**src/tcc_pkg.sv**
```systemverilog
// Constants, field layouts and types for the timer channel compare/capture.
// Assumes nothing of its surroundings; every design file imports it whole.
package tcc_pkg;

  // ----------------------------------------------------------------
  // Widths and sizes
  // ----------------------------------------------------------------
  localparam int DATA_W         = 16;
  localparam int ADDR_W         = 4;
  localparam int LVL_W          = 4;
  localparam int CAP_FIFO_DEPTH = 8;
  localparam int IRQ_SRC_N      = 8;

  // ----------------------------------------------------------------
  // Register offsets (word index)
  // ----------------------------------------------------------------
  localparam logic [3:0] ADDR_COUNTER  = 4'h0;
  localparam logic [3:0] ADDR_CMP_ONE  = 4'h1;
  localparam logic [3:0] ADDR_CMP_TWO  = 4'h2;
  localparam logic [3:0] ADDR_PRE_ONE  = 4'h3;
  localparam logic [3:0] ADDR_PRE_TWO  = 4'h4;
  localparam logic [3:0] ADDR_CAP_ONE  = 4'h5;
  localparam logic [3:0] ADDR_CAP_TWO  = 4'h6;
  localparam logic [3:0] ADDR_CONTROL  = 4'h7;
  localparam logic [3:0] ADDR_STATUS   = 4'h8;
  localparam logic [3:0] ADDR_IRQ_EN   = 4'h9;
  localparam logic [3:0] ADDR_FIFO_LVL = 4'ha;

  // ----------------------------------------------------------------
  // Control field positions, and the FIFO two field of the FIFO level word
  // ----------------------------------------------------------------
  localparam int COMPARE_LOAD_CTL_ONE_POS  = 0;
  localparam int COMPARE_LOAD_CTL_TWO_POS  = 3;
  localparam int CMODE_POS = 6;
  localparam int CPT1_POS  = 8;
  localparam int CPT2_POS  = 10;
  localparam int SINGLE_CAPTURE_SEL_POS = 12;
  localparam int CAPTURE_FIFO_WATERMARK_POS  = 13;
  localparam int LVL2_POS  = 4;

  // ----------------------------------------------------------------
  // Status and enable bit positions (same layout)
  // ----------------------------------------------------------------
  localparam int ST_ANY_CMP = 0;
  localparam int ST_CMP_ONE = 1;
  localparam int ST_CMP_TWO = 2;
  localparam int ST_OVF     = 3;
  localparam int ST_FALL    = 4;
  localparam int ST_RISE    = 5;
  localparam int ST_CAP_ONE = 6;
  localparam int ST_CAP_TWO = 7;

  // ----------------------------------------------------------------
  // Reset values
  // ----------------------------------------------------------------
  localparam logic [15:0] WORD_RST = 16'h0000;
  localparam logic [7:0]  IRQ_EN_RST = 8'h00;

  // Compare-load codes
  typedef enum logic [2:0] {
    TCC_LD_NEVER    = 3'b000,
    TCC_LD_P1_ON_C1 = 3'b010,
    TCC_LD_P1_ON_C2 = 3'b011,
    TCC_LD_P2_ON_C1 = 3'b100,
    TCC_LD_P2_ON_C2 = 3'b101,
    TCC_LD_CNT_C1   = 3'b110,
    TCC_LD_CNT_C2   = 3'b111
  } tcc_load_code_t;

endpackage

```
**src/tcc_fifo_if.sv**
```systemverilog
// Handshake between the channel and one capture FIFO.
// Assumes the owner only pushes or pops while the clock enable is high.
`timescale 1ns/10ps
interface tcc_fifo_if;
  import tcc_pkg::*;
  logic              push;
  logic              pop;
  logic [DATA_W-1:0] wdata;
  logic [DATA_W-1:0] rdata;
  logic [LVL_W-1:0]  level;
  logic              full;
  logic              empty;
  modport owner (output push, pop, wdata, input rdata, level, full, empty);
  modport store (input push, pop, wdata, output rdata, level, full, empty);
endinterface

```
**src/tcc_capture_fifo.sv**
```systemverilog
// Capture FIFO: a small word store with a fill count.
// Assumes push is never made while full nor pop while empty.
`timescale 1ns/10ps
module tcc_capture_fifo import tcc_pkg::*; #(
  parameter int DEPTH = CAP_FIFO_DEPTH
) (
  input  wire logic   sys_clk_in,
  input  wire logic   resetn_in,
  tcc_fifo_if.store   fifo
);
  localparam int PW = (DEPTH > 1) ? $clog2(DEPTH) : 1;
  localparam logic [PW-1:0]    LAST = PW'(DEPTH - 1);
  localparam logic [LVL_W-1:0] FULL_LVL = LVL_W'(DEPTH);

  if (DEPTH < 1 || DEPTH > (2 ** LVL_W) - 1) begin : g_bad_depth
    $error("Capture FIFO depth out of range");
  end

  logic [DATA_W-1:0] mem [DEPTH];
  logic [PW-1:0]     wptr;
  logic [PW-1:0]     rptr;
  logic [LVL_W-1:0]  level;

  function automatic logic [PW-1:0] wrap_inc(input logic [PW-1:0] p);
    return (p == LAST) ? '0 : p + 1'b1;
  endfunction

  // ----------------------------------------------------------------
  // Storage
  // ----------------------------------------------------------------
  always_ff @(posedge sys_clk_in) begin
    if (fifo.push) begin
      mem[wptr] <= fifo.wdata;
    end
  end

  always_ff @(posedge sys_clk_in) begin
    if (!resetn_in) begin
      wptr  <= '0;
      rptr  <= '0;
      level <= '0;
    end else begin
      if (fifo.push) begin
        wptr <= wrap_inc(wptr);
      end
      if (fifo.pop) begin
        rptr <= wrap_inc(rptr);
      end
      if (fifo.push && !fifo.pop) begin
        level <= level + 1'b1;
      end else if (fifo.pop && !fifo.push) begin
        level <= level - 1'b1;
      end
    end
  end

  assign fifo.rdata = mem[rptr];
  assign fifo.level = level;
  assign fifo.full  = (level == FULL_LVL);
  assign fifo.empty = (level == '0);

  fifo_bound_a :
  assert property (@(posedge sys_clk_in) disable iff (!resetn_in)
    (fifo.push && !fifo.pop) |=> level == $past(level) + 1'b1
      && level <= FULL_LVL)
  else $error("Capture FIFO level wrong after push");

endmodule

```
**src/tcc_channel.sv**
```systemverilog
// Compare/capture channel: counter, two comparators with preload,
// two capture paths with FIFOs, sticky status and interrupt request.
// Assumes synchronous pins and a single-cycle strobe register port.
//
// Functional notes
// - Load code 000 never reloads comparator one.
// - Codes 010/011 load comparator one from preload one on match 1/2.
// - Codes 100/101 load comparator one from preload two on match 1/2.
// - Codes 110/111 load counter from preload one on match 1/2.
// - Second load field drives comparator two; 101 loads it from preload two.
// - Capture modes: 00 off, 01 falling, 10 rising, 11 any edge.
// - Counter and both comparators hold any 16-bit value from software.
// - Eight interrupt sources each have their own enable bit.
// - A 16-bit status register shows which channel events occurred.
// - Each capture path has an eight-word FIFO with a fill count.
// - Live counter value is readable any time without disturbing it.
// - Compare mode picks counting direction in which each comparator acts.
// - One-shot setting: 0 free-running capture, 1 single capture.
// - Watermark 0 to 3 sets fill level that flags a capture event.
//
// The implementer's own choices: the address map and the strobed register port.
`timescale 1ns/10ps
module tcc_channel import tcc_pkg::*; #(
  parameter int FIFO_DEPTH = CAP_FIFO_DEPTH
) (
  input  wire logic              sys_clk_in,
  input  wire logic              resetn_in,
  input  wire logic              ce_in,
  input  wire logic [ADDR_W-1:0] addr_in,
  input  wire logic [DATA_W-1:0] wdata_in,
  input  wire logic              wr_in,
  input  wire logic              rd_in,
  output logic      [DATA_W-1:0] rdata_out,
  input  wire logic              cnt_tick_in,
  input  wire logic              cnt_down_in,
  input  wire logic              capture_one_in,
  input  wire logic              capture_two_in,
  output logic                   irq_out
);

  if (FIFO_DEPTH < 1 || FIFO_DEPTH > (2 ** LVL_W) - 1) begin : g_bad_depth
    $error("Channel FIFO depth out of range");
  end

  // ----------------------------------------------------------------
  // Declarations
  // ----------------------------------------------------------------
  logic [DATA_W-1:0]    counter;
  logic [DATA_W-1:0]    comparator_one;
  logic [DATA_W-1:0]    comparator_two;
  logic [DATA_W-1:0]    preload_one;
  logic [DATA_W-1:0]    preload_two;
  logic [DATA_W-1:0]    compare_capture_control;
  logic [DATA_W-1:0]    channel_status;
  logic [IRQ_SRC_N-1:0] interrupt_request_enables;
  logic                 prev_one;
  logic                 prev_two;
  logic                 armed_one;
  logic                 armed_two;
  tcc_load_code_t       compare_load_ctl_one;
  tcc_load_code_t       compare_load_ctl_two;
  logic [1:0]           comparator_direction_sel;
  logic [1:0]           capture_edge_sel_one;
  logic [1:0]           capture_edge_sel_two;
  logic                 single_capture_sel;
  logic [1:0]           capture_fifo_watermark;
  logic                 match_one;
  logic                 match_two;
  logic                 trig_one;
  logic                 trig_two;
  logic                 overflow;
  logic                 rise_one;
  logic                 fall_one;
  logic                 hit_one;
  logic                 hit_two;
  logic [IRQ_SRC_N-1:0] events;
  logic [DATA_W-1:0]    next_rdata;

  tcc_fifo_if fifo_one ();
  tcc_fifo_if fifo_two ();

  // ----------------------------------------------------------------
  // Helpers
  // ----------------------------------------------------------------
  function automatic logic wr_at(input logic [ADDR_W-1:0] a);
    return ce_in && wr_in && (addr_in == a);
  endfunction

  function automatic logic rd_at(input logic [ADDR_W-1:0] a);
    return ce_in && rd_in && (addr_in == a);
  endfunction

  // Code 001 is undefined and treated as no load
  function automatic logic load_trig(input logic [2:0] code,
                                     input logic m1, input logic m2);
    return (code[2] | code[1]) & (code[0] ? m2 : m1);
  endfunction

  function automatic logic edge_hit(input logic [1:0] mode,
                                    input logic cur, input logic prev);
    return (mode[1] & cur & !prev) | (mode[0] & !cur & prev);
  endfunction

  // ----------------------------------------------------------------
  // Control fields
  // ----------------------------------------------------------------
  assign compare_load_ctl_one =
    tcc_load_code_t'(compare_capture_control[COMPARE_LOAD_CTL_ONE_POS +: 3]);
  assign compare_load_ctl_two =
    tcc_load_code_t'(compare_capture_control[COMPARE_LOAD_CTL_TWO_POS +: 3]);
  assign comparator_direction_sel = compare_capture_control[CMODE_POS +: 2];
  assign capture_edge_sel_one     = compare_capture_control[CPT1_POS +: 2];
  assign capture_edge_sel_two     = compare_capture_control[CPT2_POS +: 2];
  assign single_capture_sel       = compare_capture_control[SINGLE_CAPTURE_SEL_POS];
  assign capture_fifo_watermark   = compare_capture_control[CAPTURE_FIFO_WATERMARK_POS +: 2];

  // ----------------------------------------------------------------
  // Compare
  // ----------------------------------------------------------------
  // Mode bit 0 moves comparator one to down-counting, bit 1 comparator two
  assign match_one = ce_in && cnt_tick_in && (counter == comparator_one)
                     && (comparator_direction_sel[0] == cnt_down_in);
  assign match_two = ce_in && cnt_tick_in && (counter == comparator_two)
                     && (comparator_direction_sel[1] == cnt_down_in);
  assign trig_one = load_trig(compare_load_ctl_one, match_one, match_two);
  assign trig_two = load_trig(compare_load_ctl_two, match_one, match_two);
  assign overflow = ce_in && cnt_tick_in && (cnt_down_in ?
                    (counter == '0) : (counter == '1));

  // Software write wins over a preload in the same cycle
  always_ff @(posedge sys_clk_in) begin
    if (!resetn_in) begin
      comparator_one <= WORD_RST;
    end else if (wr_at(ADDR_CMP_ONE)) begin
      comparator_one <= wdata_in;
    end else if (trig_one) begin
      case (compare_load_ctl_one[2:1])
        2'b01:   comparator_one <= preload_one;
        2'b10:   comparator_one <= preload_two;
        default: comparator_one <= comparator_one;
      endcase
    end
  end

  always_ff @(posedge sys_clk_in) begin
    if (!resetn_in) begin
      comparator_two <= WORD_RST;
    end else if (wr_at(ADDR_CMP_TWO)) begin
      comparator_two <= wdata_in;
    end else if (trig_two) begin
      case (compare_load_ctl_two[2:1])
        2'b01:   comparator_two <= preload_one;
        2'b10:   comparator_two <= preload_two;
        default: comparator_two <= comparator_two;
      endcase
    end
  end

  always_ff @(posedge sys_clk_in) begin
    if (!resetn_in) begin
      counter <= WORD_RST;
    end else if (wr_at(ADDR_COUNTER)) begin
      counter <= wdata_in;
    end else if ((trig_one && compare_load_ctl_one[2:1] == 2'b11) ||
                 (trig_two && compare_load_ctl_two[2:1] == 2'b11)) begin
      counter <= preload_one;
    end else if (ce_in && cnt_tick_in) begin
      counter <= cnt_down_in ? counter - 1'b1 : counter + 1'b1;
    end
  end

  always_ff @(posedge sys_clk_in) begin
    if (!resetn_in) begin
      preload_one <= WORD_RST;
      preload_two <= WORD_RST;
    end else begin
      if (wr_at(ADDR_PRE_ONE)) begin
        preload_one <= wdata_in;
      end
      if (wr_at(ADDR_PRE_TWO)) begin
        preload_two <= wdata_in;
      end
    end
  end

  // ----------------------------------------------------------------
  // Capture
  // ----------------------------------------------------------------
  // Pins are taken as already synchronous; a stale sample only shifts a
  // capture by one cycle.
  assign rise_one = ce_in && capture_one_in && !prev_one;
  assign fall_one = ce_in && !capture_one_in && prev_one;
  assign hit_one  = ce_in && armed_one &&
                    edge_hit(capture_edge_sel_one, capture_one_in, prev_one);
  assign hit_two  = ce_in && armed_two &&
                    edge_hit(capture_edge_sel_two, capture_two_in, prev_two);

  // A capture into a full FIFO is dropped rather than overwriting old data
  assign fifo_one.push  = hit_one && !fifo_one.full;
  assign fifo_two.push  = hit_two && !fifo_two.full;
  assign fifo_one.wdata = counter;
  assign fifo_two.wdata = counter;
  assign fifo_one.pop   = rd_at(ADDR_CAP_ONE) && !fifo_one.empty;
  assign fifo_two.pop   = rd_at(ADDR_CAP_TWO) && !fifo_two.empty;

  tcc_capture_fifo #(.DEPTH(FIFO_DEPTH)) u_fifo_one (
    .sys_clk_in (sys_clk_in),
    .resetn_in  (resetn_in),
    .fifo       (fifo_one.store)
  );

  tcc_capture_fifo #(.DEPTH(FIFO_DEPTH)) u_fifo_two (
    .sys_clk_in (sys_clk_in),
    .resetn_in  (resetn_in),
    .fifo       (fifo_two.store)
  );

  always_ff @(posedge sys_clk_in) begin
    if (!resetn_in) begin
      prev_one <= 1'b0;
      prev_two <= 1'b0;
    end else if (ce_in) begin
      prev_one <= capture_one_in;
      prev_two <= capture_two_in;
    end
  end

  // Writing the control register re-arms a finished one-shot capture
  always_ff @(posedge sys_clk_in) begin
    if (!resetn_in) begin
      armed_one <= 1'b1;
      armed_two <= 1'b1;
    end else if (wr_at(ADDR_CONTROL)) begin
      armed_one <= 1'b1;
      armed_two <= 1'b1;
    end else begin
      if (fifo_one.push && single_capture_sel) begin
        armed_one <= 1'b0;
      end
      if (fifo_two.push && single_capture_sel) begin
        armed_two <= 1'b0;
      end
    end
  end

  // ----------------------------------------------------------------
  // Status and interrupt
  // ----------------------------------------------------------------
  always_comb begin
    events = '0;
    events[ST_ANY_CMP] = match_one | match_two;
    events[ST_CMP_ONE] = match_one;
    events[ST_CMP_TWO] = match_two;
    events[ST_OVF]     = overflow;
    events[ST_FALL]    = fall_one;
    events[ST_RISE]    = rise_one;
    events[ST_CAP_ONE] = fifo_one.push &&
      (fifo_one.level >= LVL_W'(capture_fifo_watermark));
    events[ST_CAP_TWO] = fifo_two.push &&
      (fifo_two.level >= LVL_W'(capture_fifo_watermark));
  end

  // A read clears the status, but an event in that cycle still sets it
  always_ff @(posedge sys_clk_in) begin
    if (!resetn_in) begin
      channel_status <= WORD_RST;
    end else if (ce_in) begin
      channel_status <= (rd_at(ADDR_STATUS) ? WORD_RST : channel_status)
                        | DATA_W'(events);
    end
  end

  always_ff @(posedge sys_clk_in) begin
    if (!resetn_in) begin
      interrupt_request_enables <= IRQ_EN_RST;
      compare_capture_control   <= WORD_RST;
    end else begin
      if (wr_at(ADDR_IRQ_EN)) begin
        interrupt_request_enables <= wdata_in[IRQ_SRC_N-1:0];
      end
      if (wr_at(ADDR_CONTROL)) begin
        compare_capture_control <= {1'b0, wdata_in[DATA_W-2:0]};
      end
    end
  end

  // Registered output: follows the status one cycle later
  always_ff @(posedge sys_clk_in) begin
    if (!resetn_in) begin
      irq_out <= 1'b0;
    end else if (ce_in) begin
      irq_out <= |(channel_status[IRQ_SRC_N-1:0]
                   & interrupt_request_enables);
    end
  end

  // ----------------------------------------------------------------
  // Register read
  // ----------------------------------------------------------------
  always_comb begin
    next_rdata = '0;
    case (addr_in)
      ADDR_COUNTER:  next_rdata = counter;
      ADDR_CMP_ONE:  next_rdata = comparator_one;
      ADDR_CMP_TWO:  next_rdata = comparator_two;
      ADDR_PRE_ONE:  next_rdata = preload_one;
      ADDR_PRE_TWO:  next_rdata = preload_two;
      ADDR_CAP_ONE:  next_rdata = fifo_one.empty ? '0 : fifo_one.rdata;
      ADDR_CAP_TWO:  next_rdata = fifo_two.empty ? '0 : fifo_two.rdata;
      ADDR_CONTROL:  next_rdata = compare_capture_control;
      ADDR_STATUS:   next_rdata = channel_status;
      ADDR_IRQ_EN:   next_rdata = DATA_W'(interrupt_request_enables);
      ADDR_FIFO_LVL: next_rdata = DATA_W'({fifo_two.level,
                                           fifo_one.level});
      default:       next_rdata = '0;
    endcase
  end

  always_ff @(posedge sys_clk_in) begin
    if (!resetn_in) begin
      rdata_out <= WORD_RST;
    end else if (ce_in) begin
      // Holds while the clock enable is low, like every other register
      rdata_out <= rd_in ? next_rdata : WORD_RST;
    end
  end

  // ----------------------------------------------------------------
  // Checks
  // ----------------------------------------------------------------
  never_preload_a :
  assert property (@(posedge sys_clk_in) disable iff (!resetn_in)
    (compare_load_ctl_one == TCC_LD_NEVER && !wr_at(ADDR_CMP_ONE))
      |=> comparator_one == $past(comparator_one))
  else $error("Comparator one changed with load code 000");

  pre_one_load_a :
  assert property (@(posedge sys_clk_in) disable iff (!resetn_in)
    (compare_load_ctl_one == TCC_LD_P1_ON_C2 && match_two &&
     !wr_at(ADDR_CMP_ONE)) |=> comparator_one == $past(preload_one))
  else $error("Comparator one missed preload one on match two");

  pre_two_load_a :
  assert property (@(posedge sys_clk_in) disable iff (!resetn_in)
    (compare_load_ctl_one == TCC_LD_P2_ON_C1 && match_one &&
     !wr_at(ADDR_CMP_ONE)) |=> comparator_one == $past(preload_two))
  else $error("Comparator one missed preload two on match one");

  counter_load_a :
  assert property (@(posedge sys_clk_in) disable iff (!resetn_in)
    (compare_load_ctl_one == TCC_LD_CNT_C1 && match_one &&
     !wr_at(ADDR_COUNTER)) |=> counter == $past(preload_one))
  else $error("Counter missed preload one on match one");

  cmp_two_load_a :
  assert property (@(posedge sys_clk_in) disable iff (!resetn_in)
    (compare_load_ctl_two == TCC_LD_P2_ON_C2 && match_two &&
     !wr_at(ADDR_CMP_TWO)) |=> comparator_two == $past(preload_two))
  else $error("Comparator two missed preload two on match two");

  capture_off_a :
  assert property (@(posedge sys_clk_in) disable iff (!resetn_in)
    (capture_edge_sel_one == 2'b00 || !armed_one) |-> !fifo_one.push)
  else $error("Capture one pushed while disabled");

  counter_read_a :
  assert property (@(posedge sys_clk_in) disable iff (!resetn_in)
    rd_at(ADDR_COUNTER) |=> rdata_out == $past(counter))
  else $error("Counter read returned wrong value");

  irq_follow_a :
  assert property (@(posedge sys_clk_in) disable iff (!resetn_in)
    ce_in ##1 ce_in |=> irq_out ==
      |($past(channel_status[IRQ_SRC_N-1:0] & interrupt_request_enables)))
  else $error("Interrupt output does not follow enabled status");

endmodule

```
**config.mk**
```make
export PLATFORM = sky130hd
export DESIGN_NAME = tcc_channel
export DESIGN_NICKNAME = d
export VERILOG_FILES = /design/src/tcc_pkg.sv /design/src/tcc_fifo_if.sv /design/src/tcc_capture_fifo.sv /design/src/tcc_channel.sv
export SDC_FILE = /design/constraint.sdc
export NUM_CORES = 1
export LEC_CHECK = 0
export ABC_CLOCK_PERIOD_IN_PS = 3750
export BUFFER_PORTS_ARGS = -buffer_cell sky130_fd_sc_hd__buf_2
export CAP_MARGIN = 10
export CORE_MARGIN = 8
export CORE_UTILIZATION = 26
export CTS_CLUSTER_DIAMETER = 40
export DETAILED_ROUTE_END_ITERATION = 10
export PLACE_DENSITY_LB_ADDON = 0.12
export RECOVER_POWER = 25
export SYNTH_ARGS = -nofsm -noshare
export SYNTH_HDL_FRONTEND = slang
export SYNTH_SLANG_ARGS = --single-unit
```
**constraint.sdc**
```tcl
create_clock -name sys_clk_in -period 3.75 [get_ports sys_clk_in]
set_clock_uncertainty 0.05 [all_clocks]
set_input_delay 0.375 -clock sys_clk_in [delete_from_list [all_inputs] [get_ports sys_clk_in]]
set_output_delay 0.375 -clock sys_clk_in [all_outputs]
set_load 0.02 [all_outputs]
```
* Yosys cells after proc, flatten, opt, wreduce, memory -nomap -nowiden *
Memory sizes are Yosys's and may differ from the RTL's. A register that Yosys moved wholly into a read port is not among the register bits.
Cells that the tools add are included.
W data, S select, Z words.

storage, ports and cells
  RAM bits = 256
  memories kept = 2
  output and inout bits = 17
  input bits = 29
  flip-flop bits (word level) = 160

operators by class
  bitwise gates (word level) = 18
  magnitude comparators = 2
  equal/unequal tests = 27
  add/subtract/negate cells = 10
  mux-type cells = 34
  reductions and logical operators = 68

memory list
  name            words  bits a word  rd ports  clocked after Yosys merged registers in  write ports  RTL line                text
  u_fifo_one.mem  8      16           1         1                                        1            tcc_capture_fifo.sv:19  logic [DATA_W-1:0] mem [DEPTH];
  u_fifo_two.mem  8      16           1         1                                        1            tcc_capture_fifo.sv:19

operators with widths
  cell                     count
  $mux W16                 12
  $pmux W16 S11            1
  $pmux W16 S2             2
  $logic_and A1 B1 Y1      40
  $eq A16 B16 Y1           2
  $mux W3                  8
  $eq A4 B4 Y1 const B     5
  $add A16 B1 Y16 const B  1
  $eq A16 B16 Y1 const B   1
  $eq A4 B3 Y1 const B     4
  $logic_not A16 Y1        1
  $mux W4                  4
  $or A16 B8 Y16           1
  $sub A16 B1 Y16 const B  1
  $add A3 B1 Y3 const B    4
  $eq A3 B3 Y1 const B     4
  $logic_not A1 Y1         12
  $logic_not A4 Y1         3
  $and A1 B1 Y1            10
  $reduce_bool A3 Y1       3
  $add A4 B1 Y4 const B    2
  $and A8 B8 Y8            1
  $eq A2 B2 Y1 const B     4
  $eq A4 B2 Y1 const B     2
  other kinds (13)         31

* Logic depth before layout (Yosys ltp) *
Gate-level depths: netlist (run 1).

  depth in word-level cells = 10
  depth in mapped cells = 13
  mapped depth without buffers = 12

* Cells and area by module *
Synthesis (run 1) repeated with hierarchy kept, for this count alone.

second synthesis, totals
  cells, all modules = 1529
  area total of the unflattened synthesis = 19256.0 um^2

by module, submodules not included
  module                         cells an instance  area an instance (um^2)  times used  sequential area each (um^2)
  tcc_channel                    1012               8102.8                   1           2642.5
  tcc_capture_fifo (u_fifo_one)  259                5576.6                   1           4103.9
  tcc_capture_fifo (u_fifo_two)  258                5576.6                   1           4103.9

* Least setup slack after synthesis (run 1) *
OpenSTA, ideal clock, no wires.

  kind = in2reg
  start = input ce_in
  end = memory u_fifo_one.mem[5][0] (enable)
  arrival time = 2.874 ns
  slack = 0.413 ns
  buffers on the path = 1
  cell stages on the path = 5
  required time = 3.287 ns
  cells stage by stage = clkbuf_1 nand2_1 nor3_1 nand2_1 nor3b_1

on the way
  cells in the longest elaborated chain, start to end = 5

RTL lines
  element                            RTL line                text
  start: declaration                 tcc_channel.sv:28       input wire logic ce_in,
  $logic_and A1 B1 Y1 (2 in series)  tcc_channel.sv:193      assign hit_one = ce_in && armed_one &&
  $logic_and A1 B1 Y1                tcc_channel.sv:199      assign fifo_one.push = hit_one && !fifo_one.full;
  via fifo_one.push                  tcc_fifo_if.sv:6        logic push;
  $mux W1                            tcc_capture_fifo.sv:32  if (fifo.push) begin
  $mux W1 (not written as such)      tcc_capture_fifo.sv:33  mem[wptr] <= fifo.wdata;
  end: declaration                   tcc_capture_fifo.sv:19

The timed path passes the listed nets, and every way through them passes these cells.

* Worst setup path after layout (run 1) *
  start = register counter[9]
  end = register counter[9]

on the way
  cells in the longest elaborated chain, start to end = 9
  elaborated cells on any way between the ends = 20
  classes of those cells = 2 x add/sub; 2 x eq/ne; 6 x mux; 2 x bitwise; 8 x reduce/logical

RTL lines
  element                                                  RTL line            text
  start: declaration                                       tcc_channel.sv:48   logic [DATA_W-1:0] counter;
  start signal: assignment                                 tcc_channel.sv:163  counter <= wdata_in;
  start signal: assignment                                 tcc_channel.sv:166  counter <= preload_one;
  start signal: assignment                                 tcc_channel.sv:168  counter <= cnt_down_in ? counter - 1'b1 : counter + 1'b1;
  branches (longest 9 deep; another with $add A16 B1 Y16)  n/a

Several ways; the timed one is not identified. The select of a mux whose other input is x is not followed.
A chain may end at the register's enable or synchronous reset.

==> out/results.tsv, run 1 <==
stage	metric	value	unit
status	run_status	completed	
floorplanning	fp.coreArea	71360	sq um
power	leakage	0.007912	uW
clock_network	clk_pin_slew	0.05	ns
global_routing	grt_max_degree	76	
worst_setup_path	critPathMaxFanout	13	
clock_network	clockBufferDepth	3	
clock_network	post_cts_buffers	0	
logic_synthesis	ys.flop_type	edfxtp_1	
logic_synthesis	synth_most_common_cell	edfxtp_1	
job	maxCapViolations	0	
logic_synthesis	synthArstFlopShare	0	
sta	finalSetupViolations	0	
layout	synthToLayoutAreaGrowth	23.90	%
worst_setup_path	crit_type	flop to flop	
logic_synthesis	synth.area.top_cells	edfxtp_1 41%, dfxtp_1 17%, mux4_2 7.7%	
logic_synthesis	ys_seq_area_frac	0.5802	
sta	tns	0	ns
sta	layout_setup_ws	0.4563	ns
clock_network	ctsHtreeMaxLevel	3	
worst_setup_path	end_kind	flop	
global_routing	grtUsageTotal	0.1569	
worst_setup_path	reg2reg_from	counter[9]	
worst_setup_path	cpMaxStageDelayCell	clkbuf_1	
floorplanning	die_area	80770	sq um
drt	vias	13138	
logic_synthesis	syn_area_per_cell	12.28	sq um
floorplanning	row_count	98	
clock_network	clock_sinks	414	
layout	drive_gt1_frac	0.2085	
placed_design	io_buffers	45	
sta	grt_setup_unrepaired	no	
power	powerDensity	541.1	nW/um^2
clock_network	clk_latency	0.61	ns
worst_setup_path	critPathRequiredTime	4.18	ns
worst_hold_path	worstHoldPathType	input port to flop	
sta	layout_worst_path_cycle_share	0.8783	
worst_hold_path	min_from	capture_one_in	
layout	multi_input_area	7502	sq um
clock_network	clockRootBuffer	clkbuf_16	
worst_setup_path	cpPeakStageDelay	0.57	ns
floorplanning	die_h	284.2	microns
power	vdd_drop_max	0.0003401	V
sta	relSlewSlack	0.02763	
sta	finalHoldViolCount	0	
logic_synthesis	syn-cell-area	18700	sq um
worst_setup_path	start_kind	flop	
drt	routed_via_density	4.956	
floorplanning	pin_count	46	
placed_design	dp_hpwl	44070	microns
placed_design	gp_congestion	0.8861	
clock_network	cts_tree	built	
logic_synthesis	synth_cells	1523	
drt	finalWirelength	64870	microns
global_routing	antenna_found_initial	2	
placed_design	place_ws	0.5240	ns
logic_synthesis	netlist.top_cell.by_area	edfxtp_1	
sta	period_needed	3.294	ns
global_routing	grt_pass1_vias	13128	
worst_setup_path	startpoint	counter[9]	
logic_synthesis	synth-edff-count	256	
drt	drtIter0Drc	1259	
drt	detail-route-antenna-nets	0	
worst_setup_path	path_cells	clkbuf_1 > xor2_1 > nor4_1 > nand3_1 > o22ai_1 > a32oi_4 > buf_4 > mux2i_1 > a211oi_1 > a31o_2	
global_routing	grt_pass1_wl	93540	microns
logic_synthesis	post_synth_num_cell_types	59	
clock_network	cts_buffers	81	
drt	drc	0	
drt	wire_per_inst	24.47	microns
sta	tightest_slew	1.459	ns
sta	drv_slew	0	
floorplanning	die_x	284.2	microns
layout	seqCellArea	10850	sq um
worst_setup_path	arrival	3.72	ns
layout	nNetsFinal	1698	
floorplanning	initial_core_util	0.2621	
sta	fmax	0.3036	GHz
logic_synthesis	synth_common_cells	256 x edfxtp_1, 170 x nand2_1, 158 x dfxtp_1	
logic_synthesis	syn_nets	1590	
layout	n_fill_cell	7159	
logic_synthesis	synth_top_area_frac	0.4111	
drt	first_pass_iters	5	
global_routing	gr-total-overflow	0	
logic_synthesis	synth-seq-cells	414	
logic_synthesis	yosys_warnings	0	
==> flip-flops by register name, indices dropped and copies added (netlist names), 3 cells and up, named ones only <==
register,count
comparator_one,16
u_fifo_one.wptr,3
u_fifo_two.fifo.level,4
channel_status,8
compare_capture_control,15
u_fifo_one.fifo.level,4
u_fifo_two.mem,128
u_fifo_one.rptr,3
comparator_two,16
interrupt_request_enables,8
u_fifo_one.mem,128
counter,16
preload_one,16
u_fifo_two.rptr,3
u_fifo_two.wptr,3
rdata_out,16
preload_two,16
==> per-stage QoR <==
| step | utilization | hold WS, ns | instance area (sq um) | power [uW] | cells |
|---|---|---|---|---|---|
| 2_1_floorplan | - | 0.3898 | 18700 | 5315 | 1523 |
| 3_3_place_gp | 0.2871 | 0.4029 | 20490 | 5564 | 2496 |
| 3_5_place_dp | 0.2871 | 0.4078 | 20490 | 5571 | 2496 |
| 4_1_cts | 0.3251 | 0.00002631 | 23200 | 12730 | 2648 |
| 5_1_grt | 0.3246 | 0.02131 | 23160 | 12980 | 2648 |
| 6_report | 0.3247 | 0.03594 | 23170 | 12540 | 2651 |
==> report_power, final <==
part	switching [uW]	internal, uW
clock	2510	4540
sequential	46.8	4890
combinational	383	169
total	2940	9590
==> cell usage in the layout, fill, tap and decap left out, types with 7 or more instances in the layout <==
cell | netlist | final
clkinv_2 | 0 | 14
buf_4 | 0 | 62
nor4_1 | 15 | 12
nor2b_1 | 13 | 12
nor2_1 | 107 | 103
nand2b_1 | 23 | 23
o21ai_0 | 33 | 33
clkbuf_16 | 0 | 84
xor2_1 | 38 | 38
dfxtp_1 | 158 | 156
xnor2_1 | 16 | 16
a221oi_1 | 7 | 7
mux2i_1 | 101 | 101
o221ai_1 | 7 | 7
a21oi_1 | 135 | 135
o22ai_1 | 9 | 9
nor3_2 | 1 | 8
clkinv_1 | 0 | 7
inv_1 | 15 | 14
nor3_1 | 22 | 15
ha_1 | 35 | 35
nand2_1 | 170 | 170
nand3_1 | 28 | 28
edfxtp_1 | 256 | 256
a31oi_1 | 7 | 7
mux4_2 | 64 | 64
o21ai_1 | 9 | 9
a22oi_1 | 48 | 48
nor3b_2 | 0 | 8
inv_6 | 0 | 10
a211o_1 | 33 | 33
buf_2 | 19 | 45
clkbuf_1 | 75 | 19
==> worst max-delay path, delay by kind of cell (launching register included) <==
family,cells,cell delay [ns]
DFF,1,0.31
muxes,1,0.16
AOI/OAI and AO/OA,4,0.99
buffers and inverters,2,0.84
xor gates and xnor gates,1,0.14
and+or+nand+nor,2,0.68
==> metal layers <==
metal | share of wire | up-vias | track usage
li1 | - | 5985 | -
met5 | 0.00026 | - | 0
met1 | 0.46 | 6656 | 0.2149
met2 | 0.45 | 395 | 0.2424
met3 | 0.064 | 100 | 0.03790
met4 | 0.025 | 2 | 0.05082
==> kinds of logic (layout without fill, tap and decap cells) <==
group	after synthesis	count (layout)	synth area share
flops	414	414	0.5802
simple gates	412	412	0.09902
compound gates	320	320	0.1100
mux	170	170	0.1341
buf+inv	115	290	0.02475
xor+xnor	54	54	0.02529
fa+ha+maj	38	38	0.02663
other cells	0	3	0
==> final cells by class <==
class,count,area share
diodes,3,0.0003240
clock buffers,96,0.09395
clock inverters,54,0.02230
inverters,15,0.002538
multi-input cells,994,0.3238
flip-flops and latches,414,0.4684
well taps,950,0.05130
repair buffers,125,0.03747
==> path summary, 6_finish.rpt <==
check / slack (ns) / cells after the start / to
worst max-delay path: 0.46 / 10 / counter[9]
worst min-delay path: 0.04 / 3 / prev_one
worst max register to register: 0.46 / 10 / counter[9]
worst min register to register: 0.42 / 2 / rdata_out[0]
==> repair_timing <==
action,4_1_cts,5_1_grt
gates resized for setup,0,0
hold buffers,2,0
endpoints found under the hold margin,3,0
Note: power is estimated with default switching activity, not from simulation.
==> inputs of run 2 (changes only) <==
ABC_CLOCK_PERIOD_IN_PS = 4200   (was 3750)
clock period = 4.2 ns   (was 3.75 ns; I/O delays follow)
==> out/results.tsv, run 2 (synthesis results as in run 1) <==
stage	metric	value	unit	change
clock_network	hold_buffers	0		was 2
global_routing	grt_pass1_wl	94850	microns	was 93,540 microns
job	maxCapViolations	1		was 0
power	p_switching	2595	uW	was 2943 uW
drt	drtIter0Drc	1411		was 1,259
clock_network	cts_buffers	80		was 81
worst_setup_path	reg2reg_from	counter[5]		was counter[9]
sta	layout_worst_path_cycle_share	0.8488		
drt	first_pass_iters	5		unchanged
power	vdd_drop_max	0.0002521	V	was 0.0003401 V
worst_setup_path	critPathMaxFanout	57		was 13
layout	synthToLayoutAreaGrowth	23.52	%	was 23.90%
sta	fmax	0.2805	GHz	
clock_network	ctsHtreeMaxLevel	3		unchanged
worst_setup_path	crit_top_cell	buf_4		
worst_setup_path	critPathRequiredTime	4.66	ns	was 4.18 ns
sta	tightest_slew	2.538	ns	was 1.459 ns
drt	wl_met3	3953	microns	was 4149 microns
worst_setup_path	crit_type	input port to flop		was flop to flop
power	pwr-share-seq	0.392		was 0.394
power	swShare	0.2309		was 0.2348
power	leakage	0.007895	uW	was 0.007912 uW
layout	final_common_cell	edfxtp_1		unchanged
sta	finalSetupViolations	0		unchanged
global_routing	antenna_found_initial	2		unchanged
layout	diodes	0		was 3
placed_design	dp_hpwl	44670	microns	was 44,070 microns
worst_setup_path	worst_r2r_endpoint	counter[12]		was counter[9]
global_routing	grtUsageTotal	0.1589		was 0.1569
floorplanning	die_x	284.2	microns	unchanged
power	combPwrFrac	0.043		was 0.044
global_routing	gr-total-overflow	0		unchanged
sta	tns	0	ns	unchanged
drt	finalWirelength	65600	microns	was 64,870 microns
worst_hold_path	worstHoldPathType	input port to flop		unchanged
worst_setup_path	path_cells	buf_2 > buf_4 > clkinvlp_2 > buf_4 > nor4_1		was clkbuf_1 > xor2_1 > nor4_1 > nand3_1 > o22ai_1 > a32oi_4 > buf_4 > mux2i_1 > a211oi_1 > a31o_2
layout	fin_cells	2642		was 2,651
worst_setup_path	cpMaxStageDelayCell	clkinvlp_2		was clkbuf_1
drt	top_layer	met5		unchanged
drt	wire_per_inst	24.83	microns	was 24.47 microns
drt	routed_via_density	4.959		was 4.956
drt	drc	0		unchanged
placed_design	gp_congestion	0.8864		was 0.8861
layout	drive_gt1_frac	0.2128		was 0.2085
worst_setup_path	arrival	4.03	ns	was 3.72 ns
worst_setup_path	end_kind	flop		unchanged
power	intPower	8644	uW	was 9594 uW
floorplanning	fp.coreArea	71360	sq um	unchanged
floorplanning	initial_core_util	0.2621		unchanged
worst_setup_path	ff2ff_path_depth	9		was 10
sta	drv_slew	58		was 0
worst_setup_path	startpoint	resetn_in		was counter[9]
power	clockPowerShare	0.565		was 0.563
drt	detail-route-antenna-nets	0		unchanged
floorplanning	row_count	98		unchanged
power	powerDensity	486.5	nW/um^2	was 541.1 nW/um^2
global_routing	grt_max_degree	58		was 76
drt	wl_met1	30170	microns	was 29,930 microns
clock_network	clockBufferDepth	3		unchanged
worst_setup_path	endpoint	counter[12]		was counter[9]
sta	relSlewSlack	-0.7012		was 0.02763
layout	nNetsFinal	1695		was 1,698
floorplanning	die_area	80770	sq um	unchanged
clock_network	clockRootBuffer	clkbuf_16		unchanged
status	violations	max-capacitance violations, max-slew violations		
floorplanning	pin_count	46		unchanged
status	run_status	finished, violations left		was completed
clock_network	post_cts_buffers	0		unchanged
clock_network	clk_latency	0.60	ns	was 0.61 ns
layout	top_regs	u_fifo_one.mem (128), u_fifo_two.mem (128)		unchanged
layout	n_fill_cell	7162		was 7,159
drt	dr_wl_met2	29800	microns	was 29,180 microns
worst_setup_path	start_kind	input port		was flop
clock_network	cts_tree	built		unchanged
placed_design	post-place-cells	2496		unchanged
clock_network	clk_pin_slew	0.05	ns	about the same
worst_setup_path	reg2reg_slack	0.86	ns	was 0.46 ns
layout	layout_common_cells	256 x edfxtp_1, 170 x nand2_1, 156 x dfxtp_1		unchanged
clock_network	clock_sinks	414		unchanged
sta	grt_setup_unrepaired	no		unchanged
floorplanning	die_h	284.2	microns	unchanged
clock_network	post_cts_resized	0		unchanged
placed_design	io_buffers	45		unchanged
sta	period_needed	3.565	ns	
sta	finalHoldViolCount	0		unchanged
worst_setup_path	critical-path-top-delay-family	buffers and inverters		was compound AO/OA/AOI/OAI gates
global_routing	grt_pass1_vias	13140		was 13,128
worst_setup_path	cpPeakStageDelay	1.97	ns	was 0.57 ns
drt	vias	13102		was 13,138
worst_setup_path	cp.depth	5		was 10
worst_setup_path	critical_path_buf_inv_count	4		was 2
run 2: worst min path at each step:
| stage | start | to | slack [ns] | depth (start not counted) |
|---|---|---|---|---|
| after detailed placement | armed_one | armed_one | 0.41 | 2 |
| after floorplan | armed_one | armed_one | 0.39 | 2 |
| after global placement | armed_two | armed_two | 0.40 | 2 |
| after CTS | capture_one_in | prev_one | 0.04 | 3 |
| after global routing | wdata_in[12] | preload_two[12] | 0.07 | 3 |
| final | capture_two_in | prev_two | 0.09 | 3 |
run 2: worst reg2reg max path, cell delays in order (launching register included):
cell and delay [ns]:
dfxtp_1 0.95, ha_1 0.45, o21a_1 0.21, o21ai_0 0.15, a21oi_1 0.09, o41ai_1 0.46, o21ai_0 0.25, mux2i_1 0.18
a2111oi_2 0.34, nor4_1 0.09
run 2: layout make-up:
class | count | area [sq um] | share of cell area
clock buffers | 98 | 2213 | 0.09582
flip-flops and latches | 414 | 10850 | 0.4698
well taps | 950 | 1189 | 0.05146
multi-input cells | 994 | 7502 | 0.3248
repair buffers | 123 | 797.0 | 0.03450
clock inverters | 48 | 488.0 | 0.02112
inverters | 15 | 57.56 | 0.002492
run 2: power by group through the flow:
stage	logic [uW]	clock network (uW)	registers [uW]
global placement	482	0	4490
floorplan	264	0	4480
detailed placement	483	0	4490
finish	482	6350	4410
global route	523	6670	4410
CTS	485	6490	4410
run 2: per-stage QoR:
stage               hold WS [ns]  total power, uW  worst slack [ns]    util  area (sq um)
floorplan                 0.3898             4745            0.8184       -         18700
global placement          0.4049             4969            0.9447  0.2862         20430
detailed placement        0.4072             4971            0.8764  0.2862         20430
CTS                      0.04135            11390            0.8631  0.3241         23130
global route             0.07310            11610            0.3553  0.3237         23100
finish                   0.08738            11240            0.6349  0.3237         23100
run 2: per-layer routing:
metal | vias up | track usage
li1 | 5987 | -
met1 | 6611 | 0.2184
met2 | 394 | 0.2477
met3 | 108 | 0.03710
met4 | 2 | 0.04675
met5 | - | 0
